### src/mdw_pkg.sv
// Purpose: Shared constants for the motor drive warning monitor
// Assumes: 32-bit classic Wishbone, byte addresses, one word per register
// Notes: Warning codes and reset values are plain defaults
package mdw_pkg;
    // ****************************************
    // Register offsets
    // ****************************************
    localparam logic [7:0] ADR_CTRL = 8'h00;
    localparam logic [7:0] ADR_STAT = 8'h04;
    localparam logic [7:0] ADR_IOMON = 8'h08;
    localparam logic [7:0] ADR_UPPER = 8'h0C;
    localparam logic [7:0] ADR_LOWER = 8'h10;
    localparam logic [7:0] ADR_OVLD = 8'h14;
    localparam logic [7:0] ADR_TEMP = 8'h18;
    localparam logic [7:0] ADR_SPEED = 8'h1C;
    localparam logic [7:0] ADR_FUNC = 8'h20;
    localparam logic [7:0] ADR_HIST = 8'h24;
    // ****************************************
    // Control fields
    // ****************************************
    localparam int CTRL_ASSIGN = 2;
    localparam int CTRL_LOCK = 3;
    localparam int CTRL_HCLR = 4;
    localparam int CTRL_ARST = 5;
    // ****************************************
    // Reset values and sizes
    // ****************************************
    localparam logic [7:0] CTRL_RST = 8'h00;
    localparam logic [15:0] UPPER_RST = 16'h0FA0;
    localparam logic [15:0] LOWER_RST = 16'h0050;
    localparam logic [15:0] SPEED_RST = 16'h0050;
    localparam logic [15:0] DIAL_STEP = 16'h0001;
    localparam logic [7:0] OVLD_RST = 8'hC8;
    localparam logic [7:0] TEMP_RST = 8'h55;
    localparam logic [3:0] FUNC_RST = 4'h0;
    localparam logic [3:0] HIST_DEPTH = 4'h9;
    // ****************************************
    // Warning codes
    // ****************************************
    localparam logic [7:0] WCODE_HEAT = 8'h51;
    localparam logic [7:0] WCODE_LOAD = 8'h30;
    localparam logic [7:0] WCODE_OPER = 8'h6C;
    // ****************************************
    // Timing
    // ****************************************
    localparam int CLK_HZ = 25000000;
    localparam int EDIT_TIMEOUT_MS = 10;
    localparam int EDIT_TO_CYC = CLK_HZ / 1000 * EDIT_TIMEOUT_MS;
    // External operation setting
    typedef enum logic [1:0] {EXT_OFF, EXT_ON, EXT_DIR} mdw_ext_type;
endpackage : mdw_pkg

### src/mdw_sync.sv
// Purpose: Two-stage synchroniser for asynchronous pins
// Assumes: Each bit is an independent level
// Notes: Only the second stage is visible outside
`timescale 1ns/1ps
module mdw_sync #(
    parameter int W = 1
) (
    // Clock and reset
    input wire logic core_clk_i,
    input wire logic rst_n_i,
    // Data
    input wire logic [W-1:0] d_i,
    output logic [W-1:0] q_o
);
    // ****************************************
    // Per-bit flop pair
    // ****************************************
    for (genvar i = 0; i < W; i++)
    begin : g_bit
        logic s1_q;
        logic s2_q;
        // First stage feeds only the second
        always_ff @(posedge core_clk_i or negedge rst_n_i)
        begin
            if (!rst_n_i)
            begin
                s1_q <= 1'b0;
                s2_q <= 1'b0;
            end
            else
            begin
                s1_q <= d_i[i];
                s2_q <= s1_q;
            end
        end
        assign q_o[i] = s2_q;
    end
endmodule : mdw_sync

### src/mdw_monitor.sv
// Purpose: Warning output, warning history and run permission of a motor drive
// Assumes: Pins are asynchronous; temp_i and load_i come from same-clock logic
// Notes: Wishbone slave answers one cycle after the request is seen
`timescale 1ns/1ps
module mdw_monitor #(
    parameter int EDIT_TO_CYC = mdw_pkg::EDIT_TO_CYC
) (
    // Clock and reset
    input wire logic core_clk_i,
    input wire logic rst_n_i,
    // Wishbone slave
    input wire logic wb_cyc_i,
    input wire logic wb_stb_i,
    input wire logic wb_we_i,
    input wire logic [7:0] wb_adr_i,
    input wire logic [3:0] wb_sel_i,
    input wire logic [31:0] wb_dat_i,
    output logic [31:0] wb_dat_o,
    output logic wb_ack_o,
    // Asynchronous pins
    input wire logic forward_run_in_i,
    input wire logic reverse_run_in_i,
    input wire logic panel_run_i,
    input wire logic dir_switch_i,
    input wire logic alarm_reset_in_i,
    input wire logic alarm_in_i,
    input wire logic dial_up_i,
    input wire logic dial_down_i,
    input wire logic dial_press_i,
    input wire logic [3:0] term_in_i,
    // Same-clock measurements
    input wire logic [7:0] temp_i,
    input wire logic [7:0] load_i,
    // Outputs
    output logic motor_run_o,
    output logic motor_dir_o,
    output logic [15:0] speed_cmd_o,
    output logic warning_out_o
);
    // ****************************************
    // Input synchronisation
    // ****************************************
    logic [12:0] pin_s;
    logic fwd_s, rev_s, panel_s, dsw_s, arst_s, alarm_s, up_s, dn_s, press_s;
    logic [3:0] term_s;
    mdw_sync #(.W(13)) u_sync (
        .core_clk_i(core_clk_i),
        .rst_n_i(rst_n_i),
        .d_i({forward_run_in_i, reverse_run_in_i, panel_run_i, dir_switch_i,
              alarm_reset_in_i, alarm_in_i, dial_up_i, dial_down_i, dial_press_i,
              term_in_i}),
        .q_o(pin_s)
    );
    assign {fwd_s, rev_s, panel_s, dsw_s, arst_s, alarm_s, up_s, dn_s, press_s,
            term_s} = pin_s;

    // ****************************************
    // Wishbone decode
    // ****************************************
    logic [7:0] ctrl_q;
    logic [15:0] upper_q, lower_q, speed_set_q;
    logic [7:0] ovld_q, temp_lim_q;
    logic [3:0] func_q;
    logic ack_q;
    logic [31:0] dat_q;
    logic req, wr, wr_ctrl, hclr, mon_arst;
    mdw_pkg::mdw_ext_type mode;
    assign req = wb_cyc_i && wb_stb_i && !ack_q;
    assign wr = req && wb_we_i;
    assign wr_ctrl = wr && wb_adr_i == mdw_pkg::ADR_CTRL && wb_sel_i[0];
    assign hclr = wr_ctrl && wb_dat_i[mdw_pkg::CTRL_HCLR];
    assign mon_arst = wr_ctrl && wb_dat_i[mdw_pkg::CTRL_ARST];
    assign mode = mdw_pkg::mdw_ext_type'(ctrl_q[1:0]);

    // Setting registers, byte lanes honoured
    always_ff @(posedge core_clk_i or negedge rst_n_i)
    begin
        if (!rst_n_i)
        begin
            ctrl_q <= mdw_pkg::CTRL_RST;
            upper_q <= mdw_pkg::UPPER_RST;
            lower_q <= mdw_pkg::LOWER_RST;
            ovld_q <= mdw_pkg::OVLD_RST;
            temp_lim_q <= mdw_pkg::TEMP_RST;
            func_q <= mdw_pkg::FUNC_RST;
        end
        else if (wr)
        begin
            if (wr_ctrl)
                ctrl_q <= {4'h0, wb_dat_i[3:0]}; // Command bits never stick
            if (wb_adr_i == mdw_pkg::ADR_UPPER && wb_sel_i[0])
                upper_q[7:0] <= wb_dat_i[7:0];
            if (wb_adr_i == mdw_pkg::ADR_UPPER && wb_sel_i[1])
                upper_q[15:8] <= wb_dat_i[15:8];
            if (wb_adr_i == mdw_pkg::ADR_LOWER && wb_sel_i[0])
                lower_q[7:0] <= wb_dat_i[7:0];
            if (wb_adr_i == mdw_pkg::ADR_LOWER && wb_sel_i[1])
                lower_q[15:8] <= wb_dat_i[15:8];
            if (wb_adr_i == mdw_pkg::ADR_OVLD && wb_sel_i[0])
                ovld_q <= wb_dat_i[7:0];
            if (wb_adr_i == mdw_pkg::ADR_TEMP && wb_sel_i[0])
                temp_lim_q <= wb_dat_i[7:0];
            if (wb_adr_i == mdw_pkg::ADR_FUNC && wb_sel_i[0])
                func_q <= wb_dat_i[3:0];
        end
    end

    // ****************************************
    // Warning causes
    // ****************************************
    logic heat_q, load_q, oper_q;
    logic [2:0] wprev_q;
    logic func_wr;
    logic [3:0] func_new;
    assign func_wr = wr && wb_adr_i == mdw_pkg::ADR_FUNC && wb_sel_i[0];
    assign func_new = wb_dat_i[3:0] & ~func_q & term_s;
    always_ff @(posedge core_clk_i or negedge rst_n_i)
    begin
        if (!rst_n_i)
        begin
            heat_q <= 1'b0;
            load_q <= 1'b0;
            oper_q <= 1'b0;
            wprev_q <= 3'h0;
        end
        else
        begin
            heat_q <= temp_i > temp_lim_q;
            load_q <= load_i > ovld_q;
            if (func_wr && |func_new)
                oper_q <= 1'b1;
            else if (!(|(func_q & term_s)))
                oper_q <= 1'b0;
            wprev_q <= {heat_q, load_q, oper_q};
        end
    end

    // ****************************************
    // Warning history
    // ****************************************
    logic [7:0] hist_q [0:8];
    logic [3:0] hcnt_q;
    logic [2:0] wrise;
    logic [7:0] ev_code;
    logic ev, rec;
    assign wrise = {heat_q, load_q, oper_q} & ~wprev_q;
    assign ev = |wrise;
    assign ev_code = wrise[2] ? mdw_pkg::WCODE_HEAT :
                     wrise[1] ? mdw_pkg::WCODE_LOAD : mdw_pkg::WCODE_OPER;
    // A clear in the same cycle empties first, so the new warning still lands
    assign rec = ev && (hclr || hcnt_q == 4'h0 || hist_q[0] != ev_code);

    // Newest entry in slot 0
    always_ff @(posedge core_clk_i or negedge rst_n_i)
    begin
        if (!rst_n_i)
            hist_q[0] <= 8'h00;
        else if (rec)
            hist_q[0] <= ev_code;
        else if (hclr)
            hist_q[0] <= 8'h00;
    end
    // Older entries shift down; the ninth falls off
    for (genvar i = 1; i < 9; i++)
    begin : g_hist
        always_ff @(posedge core_clk_i or negedge rst_n_i)
        begin
            if (!rst_n_i)
                hist_q[i] <= 8'h00;
            else if (hclr)
                hist_q[i] <= 8'h00;
            else if (rec)
                hist_q[i] <= hist_q[i-1];
        end
    end
    // Entry count saturates at the depth
    always_ff @(posedge core_clk_i or negedge rst_n_i)
    begin
        if (!rst_n_i)
            hcnt_q <= 4'h0;
        else if (rec && hclr)
            hcnt_q <= 4'h1;
        else if (hclr)
            hcnt_q <= 4'h0;
        else if (rec && hcnt_q != mdw_pkg::HIST_DEPTH)
            hcnt_q <= hcnt_q + 4'h1;
    end

    // ****************************************
    // Alarm hold
    // ****************************************
    logic alarm_q, arst_prev_q, arst_fall;
    assign arst_fall = arst_prev_q && !arst_s && !fwd_s && !rev_s;
    always_ff @(posedge core_clk_i or negedge rst_n_i)
    begin
        if (!rst_n_i)
        begin
            alarm_q <= 1'b0;
            arst_prev_q <= 1'b0;
        end
        else
        begin
            arst_prev_q <= arst_s;
            if (alarm_s)
                alarm_q <= 1'b1; // Set beats reset
            else if (arst_fall || mon_arst)
                alarm_q <= 1'b0;
        end
    end

    // ****************************************
    // Speed dial
    // ****************************************
    logic [15:0] pend_q;
    logic [2:0] dprev_q;
    logic [31:0] edit_q;
    logic up_e, dn_e, pr_e, lock;
    assign up_e = up_s && !dprev_q[2];
    assign dn_e = dn_s && !dprev_q[1];
    assign pr_e = press_s && !dprev_q[0];
    assign lock = ctrl_q[mdw_pkg::CTRL_LOCK];
    always_ff @(posedge core_clk_i or negedge rst_n_i)
    begin
        if (!rst_n_i)
        begin
            dprev_q <= 3'h0;
            pend_q <= mdw_pkg::SPEED_RST;
            speed_set_q <= mdw_pkg::SPEED_RST;
            edit_q <= 32'h0;
        end
        else
        begin
            dprev_q <= {up_s, dn_s, press_s};
            if (lock)
                pend_q <= speed_set_q;
            else if (pr_e)
            begin
                speed_set_q <= pend_q;
                edit_q <= 32'h0;
            end
            else if (up_e && pend_q != 16'hFFFF)
            begin
                pend_q <= pend_q + mdw_pkg::DIAL_STEP;
                edit_q <= 32'h1;
            end
            else if (dn_e && pend_q != 16'h0000)
            begin
                pend_q <= pend_q - mdw_pkg::DIAL_STEP;
                edit_q <= 32'h1;
            end
            else if (edit_q == 32'(EDIT_TO_CYC))
            begin
                pend_q <= speed_set_q;
                edit_q <= 32'h0;
            end
            else if (edit_q != 32'h0)
                edit_q <= edit_q + 32'h1;
        end
    end

    // ****************************************
    // Run permission and outputs
    // ****************************************
    logic run_req, dir_req;
    always_comb
    begin
        run_req = 1'b0;
        dir_req = dsw_s;
        case (mode)
            mdw_pkg::EXT_ON:
            begin
                run_req = fwd_s ^ rev_s;
                dir_req = fwd_s ? dsw_s : !dsw_s;
            end
            mdw_pkg::EXT_DIR:
            begin
                run_req = fwd_s ^ rev_s;
                dir_req = fwd_s;
            end
            default:
            begin
                run_req = panel_s;
                dir_req = dsw_s;
            end
        endcase
    end
    always_ff @(posedge core_clk_i or negedge rst_n_i)
    begin
        if (!rst_n_i)
        begin
            motor_run_o <= 1'b0;
            motor_dir_o <= 1'b0;
            speed_cmd_o <= mdw_pkg::SPEED_RST;
            warning_out_o <= 1'b0;
        end
        else
        begin
            motor_run_o <= run_req && !alarm_q && !alarm_s && !oper_q;
            motor_dir_o <= dir_req;
            if (speed_set_q > upper_q)
                speed_cmd_o <= upper_q;
            else if (speed_set_q < lower_q)
                speed_cmd_o <= lower_q;
            else
                speed_cmd_o <= speed_set_q;
            warning_out_o <= ctrl_q[mdw_pkg::CTRL_ASSIGN] && (heat_q || load_q || oper_q);
        end
    end

    // ****************************************
    // Bus answer and read data
    // ****************************************
    logic [31:0] rd;
    logic [7:0] hofs;
    assign hofs = wb_adr_i - mdw_pkg::ADR_HIST;
    always_comb
    begin
        rd = 32'h0;
        case (wb_adr_i)
            mdw_pkg::ADR_CTRL: rd = {24'h0, ctrl_q};
            mdw_pkg::ADR_STAT: rd = {20'h0, hcnt_q, 2'h0, motor_dir_o, motor_run_o,
                                     alarm_q, heat_q, load_q, oper_q};
            mdw_pkg::ADR_IOMON: rd = {16'h0, warning_out_o, motor_dir_o, motor_run_o,
                                      pin_s};
            mdw_pkg::ADR_UPPER: rd = {16'h0, upper_q};
            mdw_pkg::ADR_LOWER: rd = {16'h0, lower_q};
            mdw_pkg::ADR_OVLD: rd = {24'h0, ovld_q};
            mdw_pkg::ADR_TEMP: rd = {24'h0, temp_lim_q};
            mdw_pkg::ADR_SPEED: rd = {speed_set_q, speed_cmd_o};
            mdw_pkg::ADR_FUNC: rd = {28'h0, func_q};
            default:
            begin
                if (hofs[1:0] == 2'h0 && hofs[7:2] < 6'h9)
                    rd = {24'h0, hist_q[hofs[5:2]]};
            end
        endcase
    end
    always_ff @(posedge core_clk_i or negedge rst_n_i)
    begin
        if (!rst_n_i)
        begin
            ack_q <= 1'b0;
            dat_q <= 32'h0;
        end
        else
        begin
            ack_q <= req;
            if (req)
                dat_q <= rd;
        end
    end
    assign wb_ack_o = ack_q;
    assign wb_dat_o = dat_q;
endmodule : mdw_monitor

### config.mk
export PLATFORM = sky130hd
export DESIGN_NAME = mdw_monitor
export DESIGN_NICKNAME = d
export VERILOG_FILES = /design/src/mdw_pkg.sv /design/src/mdw_sync.sv /design/src/mdw_monitor.sv
export SDC_FILE = /design/constraint.sdc
export NUM_CORES = 1
export LEC_CHECK = 0
export ABC_AREA = 0
export ABC_CLOCK_PERIOD_IN_PS = 2800
export BUFFER_PORTS_ARGS = -buffer_cell sky130_fd_sc_hd__clkbuf_2
export CAP_MARGIN = 0
export CELL_PAD_IN_SITES_DETAIL_PLACEMENT = 0
export CELL_PAD_IN_SITES_GLOBAL_PLACEMENT = 1
export CORE_MARGIN = 2
export CORE_UTILIZATION = 43
export CTS_CLUSTER_SIZE = 16
export DETAILED_ROUTE_END_ITERATION = 6
export GPL_ROUTABILITY_DRIVEN = 0
export PLACE_DENSITY_LB_ADDON = 0.1
export SLEW_MARGIN = 5
export SYNTH_ARGS = -nofsm -noshare
export SYNTH_HDL_FRONTEND = slang
export SYNTH_SLANG_ARGS = --single-unit
### constraint.sdc
create_clock -name core_clk_i -period 2.8 [get_ports core_clk_i]
set_input_delay 0.14 -clock core_clk_i [delete_from_list [all_inputs] [get_ports core_clk_i]]
set_output_delay 0.14 -clock core_clk_i [all_outputs]
set_load 0.05 [all_outputs]
; Word-level counts from Yosys, hierarchy flattened
; Index checks and enable logic that the tools add are counted.
[word_totals]
mem_count = 0
word_cells = 217
rom_bits = 0
latchBits = 0
ram_bits = 0
ff_bits = 285
[classes]
addsub = 5
shift = 0
bitwise = 9
mux = 47
order_cmp = 6
eq_ne = 16
n_mul = 0
reduce_logical = 74
n_div = 0
[op_table]
columns = operator, count
row1 = one-hot mux 32 bit (9 select lines), 1
row2 = 2-to-1 mux 8 bit, 21
row3 = 2-to-1 mux 32 bit, 5
row4 = 2-to-1 mux 16 bit, 7
row5 = logical AND 1 bit, 33
row6 = "adder 32 x 1 -> 32 bit, second input constant", 1
row7 = binary-select mux 8 bit (select 4 bit), 1
row8 = "equality test 32 x 18 -> 1 bit, second input constant", 1
row9 = "equality test 8 x 5 -> 1 bit, second input constant", 4
row10 = nonzero test 32 bit, 1
row11 = AND reduction 2 bit, 11
row12 = "adder 16 x 1 -> 16 bit, second input constant", 1
row13 = "equality test 8 x 4 -> 1 bit, second input constant", 2
row14 = greater-than comparator 16 bit, 1
row15 = greater-than comparator 8 bit, 2
row16 = < comparator 16 bit, 1
row17 = "!= test 16 bit, second input constant", 1
row18 = nonzero test 16 bit, 1
row19 = "subtractor 16 x 1 -> 16 bit, second input constant", 1
row20 = 2-to-1 mux 7 bit, 2
row21 = bitwise AND 4 bit, 3
row22 = 2-to-1 mux 4 bit, 3
row23 = logical NOT 1 bit, 11
row24 = "equality test 8 x 3 -> 1 bit, second input constant", 1
row25 = other kinds (29), 41

; Logic depth before layout (Yosys ltp)
[depth]
ltp_word = 13
ltp_mapped = 12
ltp_nobuf = 9

; Modules after synthesis
; From an unflattened synthesis, not the netlist that was laid out.
[hier_totals]
hier_cells = 1329
area_unflattened_um2 = 13745.7
[by_module_without_submodules]
columns = module, n_inst, area_per_inst_um2, cells_per_inst, seq_area_each_um2
row1 = mdw_monitor, 1, 12997.5, 1290, 5831.8
row2 = mdw_sync, 1, 748.2, 39, 650.6

; Worst setup path after synthesis
; OpenSTA, ideal clock, no wires.
[synth_path]
kind = flip-flop to flip-flop
from = register lower_q[4]
to = register speed_cmd_o[10]
period_less_slack_ns = 2.900
setup_ns = 0.146
path_buffers = 1
arrival_time_ns = 2.753
slack_ns = -0.100
stages_incl_launch_ff = 10
path_cell_list = dfstp_2 inv_1 ha_1 a21o_1 a211oi_1 o21ai_0 a2111oi_2 buf_2 mux2i_1 mux2i_1
[synth_via]
elab_chain_len = 3
[synth_rtl]
columns = element, line
row1 = from (decl), mdw_monitor.sv:61  ; logic [15:0] upper_q, lower_q, speed_set_q;
row2 = from (signal assigned), mdw_monitor.sv:82  ; lower_q <= mdw_pkg::LOWER_RST;
row3 = from (signal assigned), mdw_monitor.sv:96  ; lower_q[7:0] <= wb_dat_i[7:0];
row4 = < comparator 16 bit, mdw_monitor.sv:302  ; else if (speed_set_q < lower_q)
row5 = 2-to-1 mux 16 bit, mdw_monitor.sv:302
row6 = 2-to-1 mux 16 bit, mdw_monitor.sv:300  ; if (speed_set_q > upper_q)
row7 = to (signal assigned), mdw_monitor.sv:301  ; speed_cmd_o <= upper_q;
row8 = to (signal assigned), mdw_monitor.sv:303  ; speed_cmd_o <= lower_q;
row9 = to (signal assigned), mdw_monitor.sv:305  ; speed_cmd_o <= speed_set_q;
row10 = to (decl), mdw_monitor.sv:37  ; output logic [15:0] speed_cmd_o,
; No other way between the ends.
; A chain may end at the register's enable or synchronous reset.

; Worst setup path in the final report
[layout_path]
from = register pend_q[10]
to = register pend_q[8]
[layout_via]
elab_chain_len = 6
elab_cells_between_ends = 10
classes_between = eq/ne (1) / mux (4) / reduce/logical (5)
[layout_rtl]
columns = element, line
row1 = from (decl), mdw_monitor.sv:214  ; logic [15:0] pend_q;
row2 = from (signal assigned), mdw_monitor.sv:227  ; pend_q <= mdw_pkg::SPEED_RST;
row3 = from (signal assigned), mdw_monitor.sv:235  ; pend_q <= speed_set_q;
row4 = from (signal assigned), mdw_monitor.sv:243  ; pend_q <= pend_q + mdw_pkg::DIAL_STEP;
row5 = nonzero test 16 bit, mdw_monitor.sv:246  ; else if (dn_e && pend_q != 16'h0000)
row6 = logical AND 1 bit, mdw_monitor.sv:246
row7 = 2-to-1 mux 16 bit, mdw_monitor.sv:246
row8 = 2-to-1 mux 16 bit, mdw_monitor.sv:241  ; else if (up_e && pend_q != 16'hFFFF)
row9 = 2-to-1 mux 16 bit, mdw_monitor.sv:236  ; else if (pr_e)
row10 = 2-to-1 mux 16 bit, mdw_monitor.sv:234  ; if (lock)
; Parallel ways exist; a longest one is shown, timed or not. The select of a mux whose other input is x is not followed.

==> summary.md <==
| Metric | Value |
|---|---|
| HPWL after detailed placement | 27220 um |
| Min Tclk post-route | 2657 ps |
| Final period util | 94.88% |
| Clock Sinks | 258 |
| Number of max-cap violations | 0 |
| Setup CP Type | reg -> reg |
| Most common cell after layout, fill and taps aside | dfrtp_1 |
| Sequential share of power | 45.6% |
| WHS Path Cells | 5 |
| Post-synthesis sequential area ratio | 47.78% |
| Asr flop ratio synth | 100.0% |
| Die ar. | 32990 um2 |
| DR vias/cell | 5.636 |
| CTS Root Cell | clkbuf_16 |
| Ports | 130 |
| GRT Overall Usage | 23.19% |
| Nets | 1634 |
| Vias in the first global route | 10610 |
| #FFs+latches synth | 258 |
| Mux cell area share after synthesis | 11.58% |
| Total chip power | 9.281 mW |
| Initial Utilization | 43.33% |
| Slew @ Worst Pin | 749.7 ps |
| Area share of fa/ha/maj cells after synthesis | 5.810% |
| Clock power frac | 41.7% |
| Reg2Reg Depth | 8 |
| Outcome | complete, no violations |
| WP data required | 3230 ps |
| Final WL | 38040 um |
| Switching share of power | 26.64% |
| Highest net fanout along the worst path | 10 |
| Final ANT Viol Nets | 0 |
| Post-synthesis area per instance | 10.24 um2 |
| Max Slew Vio Count | 0 |
| Die Width | 181.6 um |
| Most frequent cells in the layout | dfrtp_1, nor2_1, nand2_1 |
| Max_slew headroom | 50.02% |
| Initial antenna violation count | 0 |
| Post-synth cell types | 69 |
| Clk_lat worst skew | 560 ps |
| WP data arrival | 3090 ps |
| Final hold vios | 0 |
| Worst hold path class | in -> reg |
| Number of diodes | 0 |
| Number of synthesized flops with an enable pin | 0 |
| Gate power share | 12.7% |
| Sw power | 2.472 mW |
| Predominant post-synthesis flop cell | dfrtp_1 |
| DRT iter0 DRCs | 852 |
| Hold Path Sink | heat_q |
| Pwr per Cell Area | 572.0 nW/um2 |
| First-pass GRT wire length | 60380 um |
| Num CTS Buffers | 30 |
| Largest net degree at the start of global routing | 71 |
| Synth Area in XOR/XNOR | 2.066% |
| Die H | 181.6 um |
| CTS tree | done |
| Synthesis-to-finish area growth | 19.60% |
| Setup WS post-layout | 143.5 ps |
| Ratio of cells with drive above 1 in the final layout | 22.11% |
| CTS Buffer Depth | 3 |
| CP endpoint kind | register |
| Post-DR wirelength/cell | 19.84 um |
| Final Cell Area | 16230 um2 |
| Htree depth | 1 |
| Gr ovfl total | 0 |
| First drt pass iteration count | 7 |
| Maximum vdd drop | 448.4 uV |
| PortBufs | 111 |
| Core Region | 31310 um2 |
| DP Cell Count | 1833 |
| Rows | 65 |
| Post-placement cell area | 14940 um2 |
| Via Count | 10810 |
| Layout fillers | 2808 |
| Synth Area in Compound Gates | 12.60% |
| Peak Freq | 0.3764 GHz |
| Final setup fails | 0 |
| Layout Cells excl Fill | 1917 |
| Syn Std Cell Area | 13570 um2 |
| Pre-CTS setup slack | -49.76 ps |
| Syn_nets | 1466 |
| Final Skew | 22.89 ps |
| DRC violations left | 0 |
| R2r setup slk | 140 ps |
| Yosys warnings | 0 |
| Syn Inst Count | 1325 |
| Reg2reg end | pend_q[8] |
| RSZ-0062 raised after global routing | false |
| Largest family of logic cells by synthesized area | simple AND/OR/NAND/NOR gates |
| CP startpoint kind | register |
| Hold wc startpoint | temp_i[7] |
| Leakage | 7.775 nW |
| Reg-to-Reg Start | pend_q[10] |
| Internal power | 6.809 mW |
| Simple-Gate Fraction of Synth Area | 16.03% |
| Clk slew on worst S/H paths | 60 ps |
-- worst max path at each step --
stage / from / to / depth (start not counted)
floorplan: lower_q[4] / speed_cmd_o[10] / 9
global placement: pend_q[11] / pend_q[4] / 7
detailed placement: pend_q[13] / pend_q[8] / 7
CTS: lower_q[4] / speed_cmd_o[5] / 9
global route: edit_q[0] / pend_q[1] / 10
finish: pend_q[10] / pend_q[8] / 8
-- cells in the mapped netlist, types with 12 or more instances --
cell type  instances  share of area [%]
a31oi_1           18               0.83
nor2_1           119                3.3
a21oi_1           38                1.4
mux2_2            52                4.3
ha_1              63                5.8
a221oi_1          12               0.77
and3_1            20               0.92
mux2i_1           76                5.6
nor3_1            20               0.74
nand4_1           29                1.3
dfstp_2           21                4.1
o21ai_0           72                2.7
xnor2_1           12               0.77
xor2_1            20                1.3
a22oi_1           14               0.77
nand2_1          115                3.2
a21o_1            12               0.66
nor4_1            15               0.69
nor2b_1           15               0.69
dfrtp_1          237                 44
a222oi_1          18                1.3
nand3_1           48                1.8
inv_1             68                1.9
clkbuf_1          56                1.5
-- routing by layer --
layer	vias up	GRT usage, %	part of all wire (%)
met5	-	0	0
met4	0	7.220	3.2
met3	74	3.971	5.9
met2	303	37.39	46
met1	5290	32.07	45
li1	5138	-	-
-- worst max-delay path, stage by stage, from the launching register on --
cell,delay [ps]
dfrtp_1,420
or3_4,450
or3_4,420
o21a_1,270
o31ai_1,210
buf_4,220
buf_4,160
a2111oi_0,60
o32a_1,320
-- layout make-up --
| cell class | instances | area (um2) | share of cell area [%] |
|---|---|---|---|
| tap | 402 | 503.0 | 3.100 |
| timing repair buffer | 207 | 1453 | 8.952 |
| clock inverter | 9 | 76.32 | 0.4704 |
| inverter | 68 | 255.2 | 1.573 |
| sequential | 258 | 6482 | 39.95 |
| clock buffer | 45 | 898.4 | 5.536 |
| multi-input combinational | 928 | 6559 | 40.42 |
-- timing repair --
| action | CTS | global route |
|---|---|---|
| resized for setup | 1 | 3 |
| buffers inserted | 0 | 0 |
| hold buffers | 30 | 0 |
| pin swaps | 0 | 0 |
| cloned | 0 | 0 |
| setup endpoints to repair | 2 | 13 |
| endpoints found under the hold margin | 130 | 0 |
-- per-stage QoR --
stage | TNS [ps] | hold slack (ps) | utilization (%)
after floorplan | 0 | -155.6 | -
after global placement | -213.5 | 148.3 | 47.70
after detailed placement | -79.51 | 147.6 | 47.70
after CTS | 0 | 76.72 | 51.78
after global routing | 0 | 132.8 | 51.82
final | 0 | 100.7 | 51.82
-- sequential cells by signal, indices dropped and copies added (netlist names), 3 cells and up --
signal and count:
speed_cmd_o 16, func_q 4, hist_q 45, u_sync.g_bit.s2_q 13, ctrl_q 4, wprev_q 3
u_sync.g_bit.s1_q 13, wb_dat_o 32, upper_q 16, hcnt_q 4, dprev_q 3, pend_q 16
edit_q 32, temp_lim_q 8, speed_set_q 16, ovld_q 8, lower_q 16
-- power by group through the flow --
stage	Clock (mW)	Sequential (mW)	Combinational [mW]
2_1_floorplan	0	4.31	0.690
3_3_place_gp	0	4.29	1.14
3_5_place_dp	0	4.30	1.15
4_1_cts	3.96	4.24	1.19
5_1_grt	4.11	4.28	1.31
6_report	3.87	4.24	1.18
-- cell families (layout without fill, tap and decap cells) --
kind of cell | Yosys count | in the layout
AOI/OAI and AO/OA | 252 | 252
xor gates and xnor gates | 32 | 32
adders and majority gates | 63 | 63
buffers and inverters | 139 | 329
DFF | 258 | 258
muxes | 138 | 138
and+or+nand+nor | 443 | 443
(Power assumes the default switching activity.)
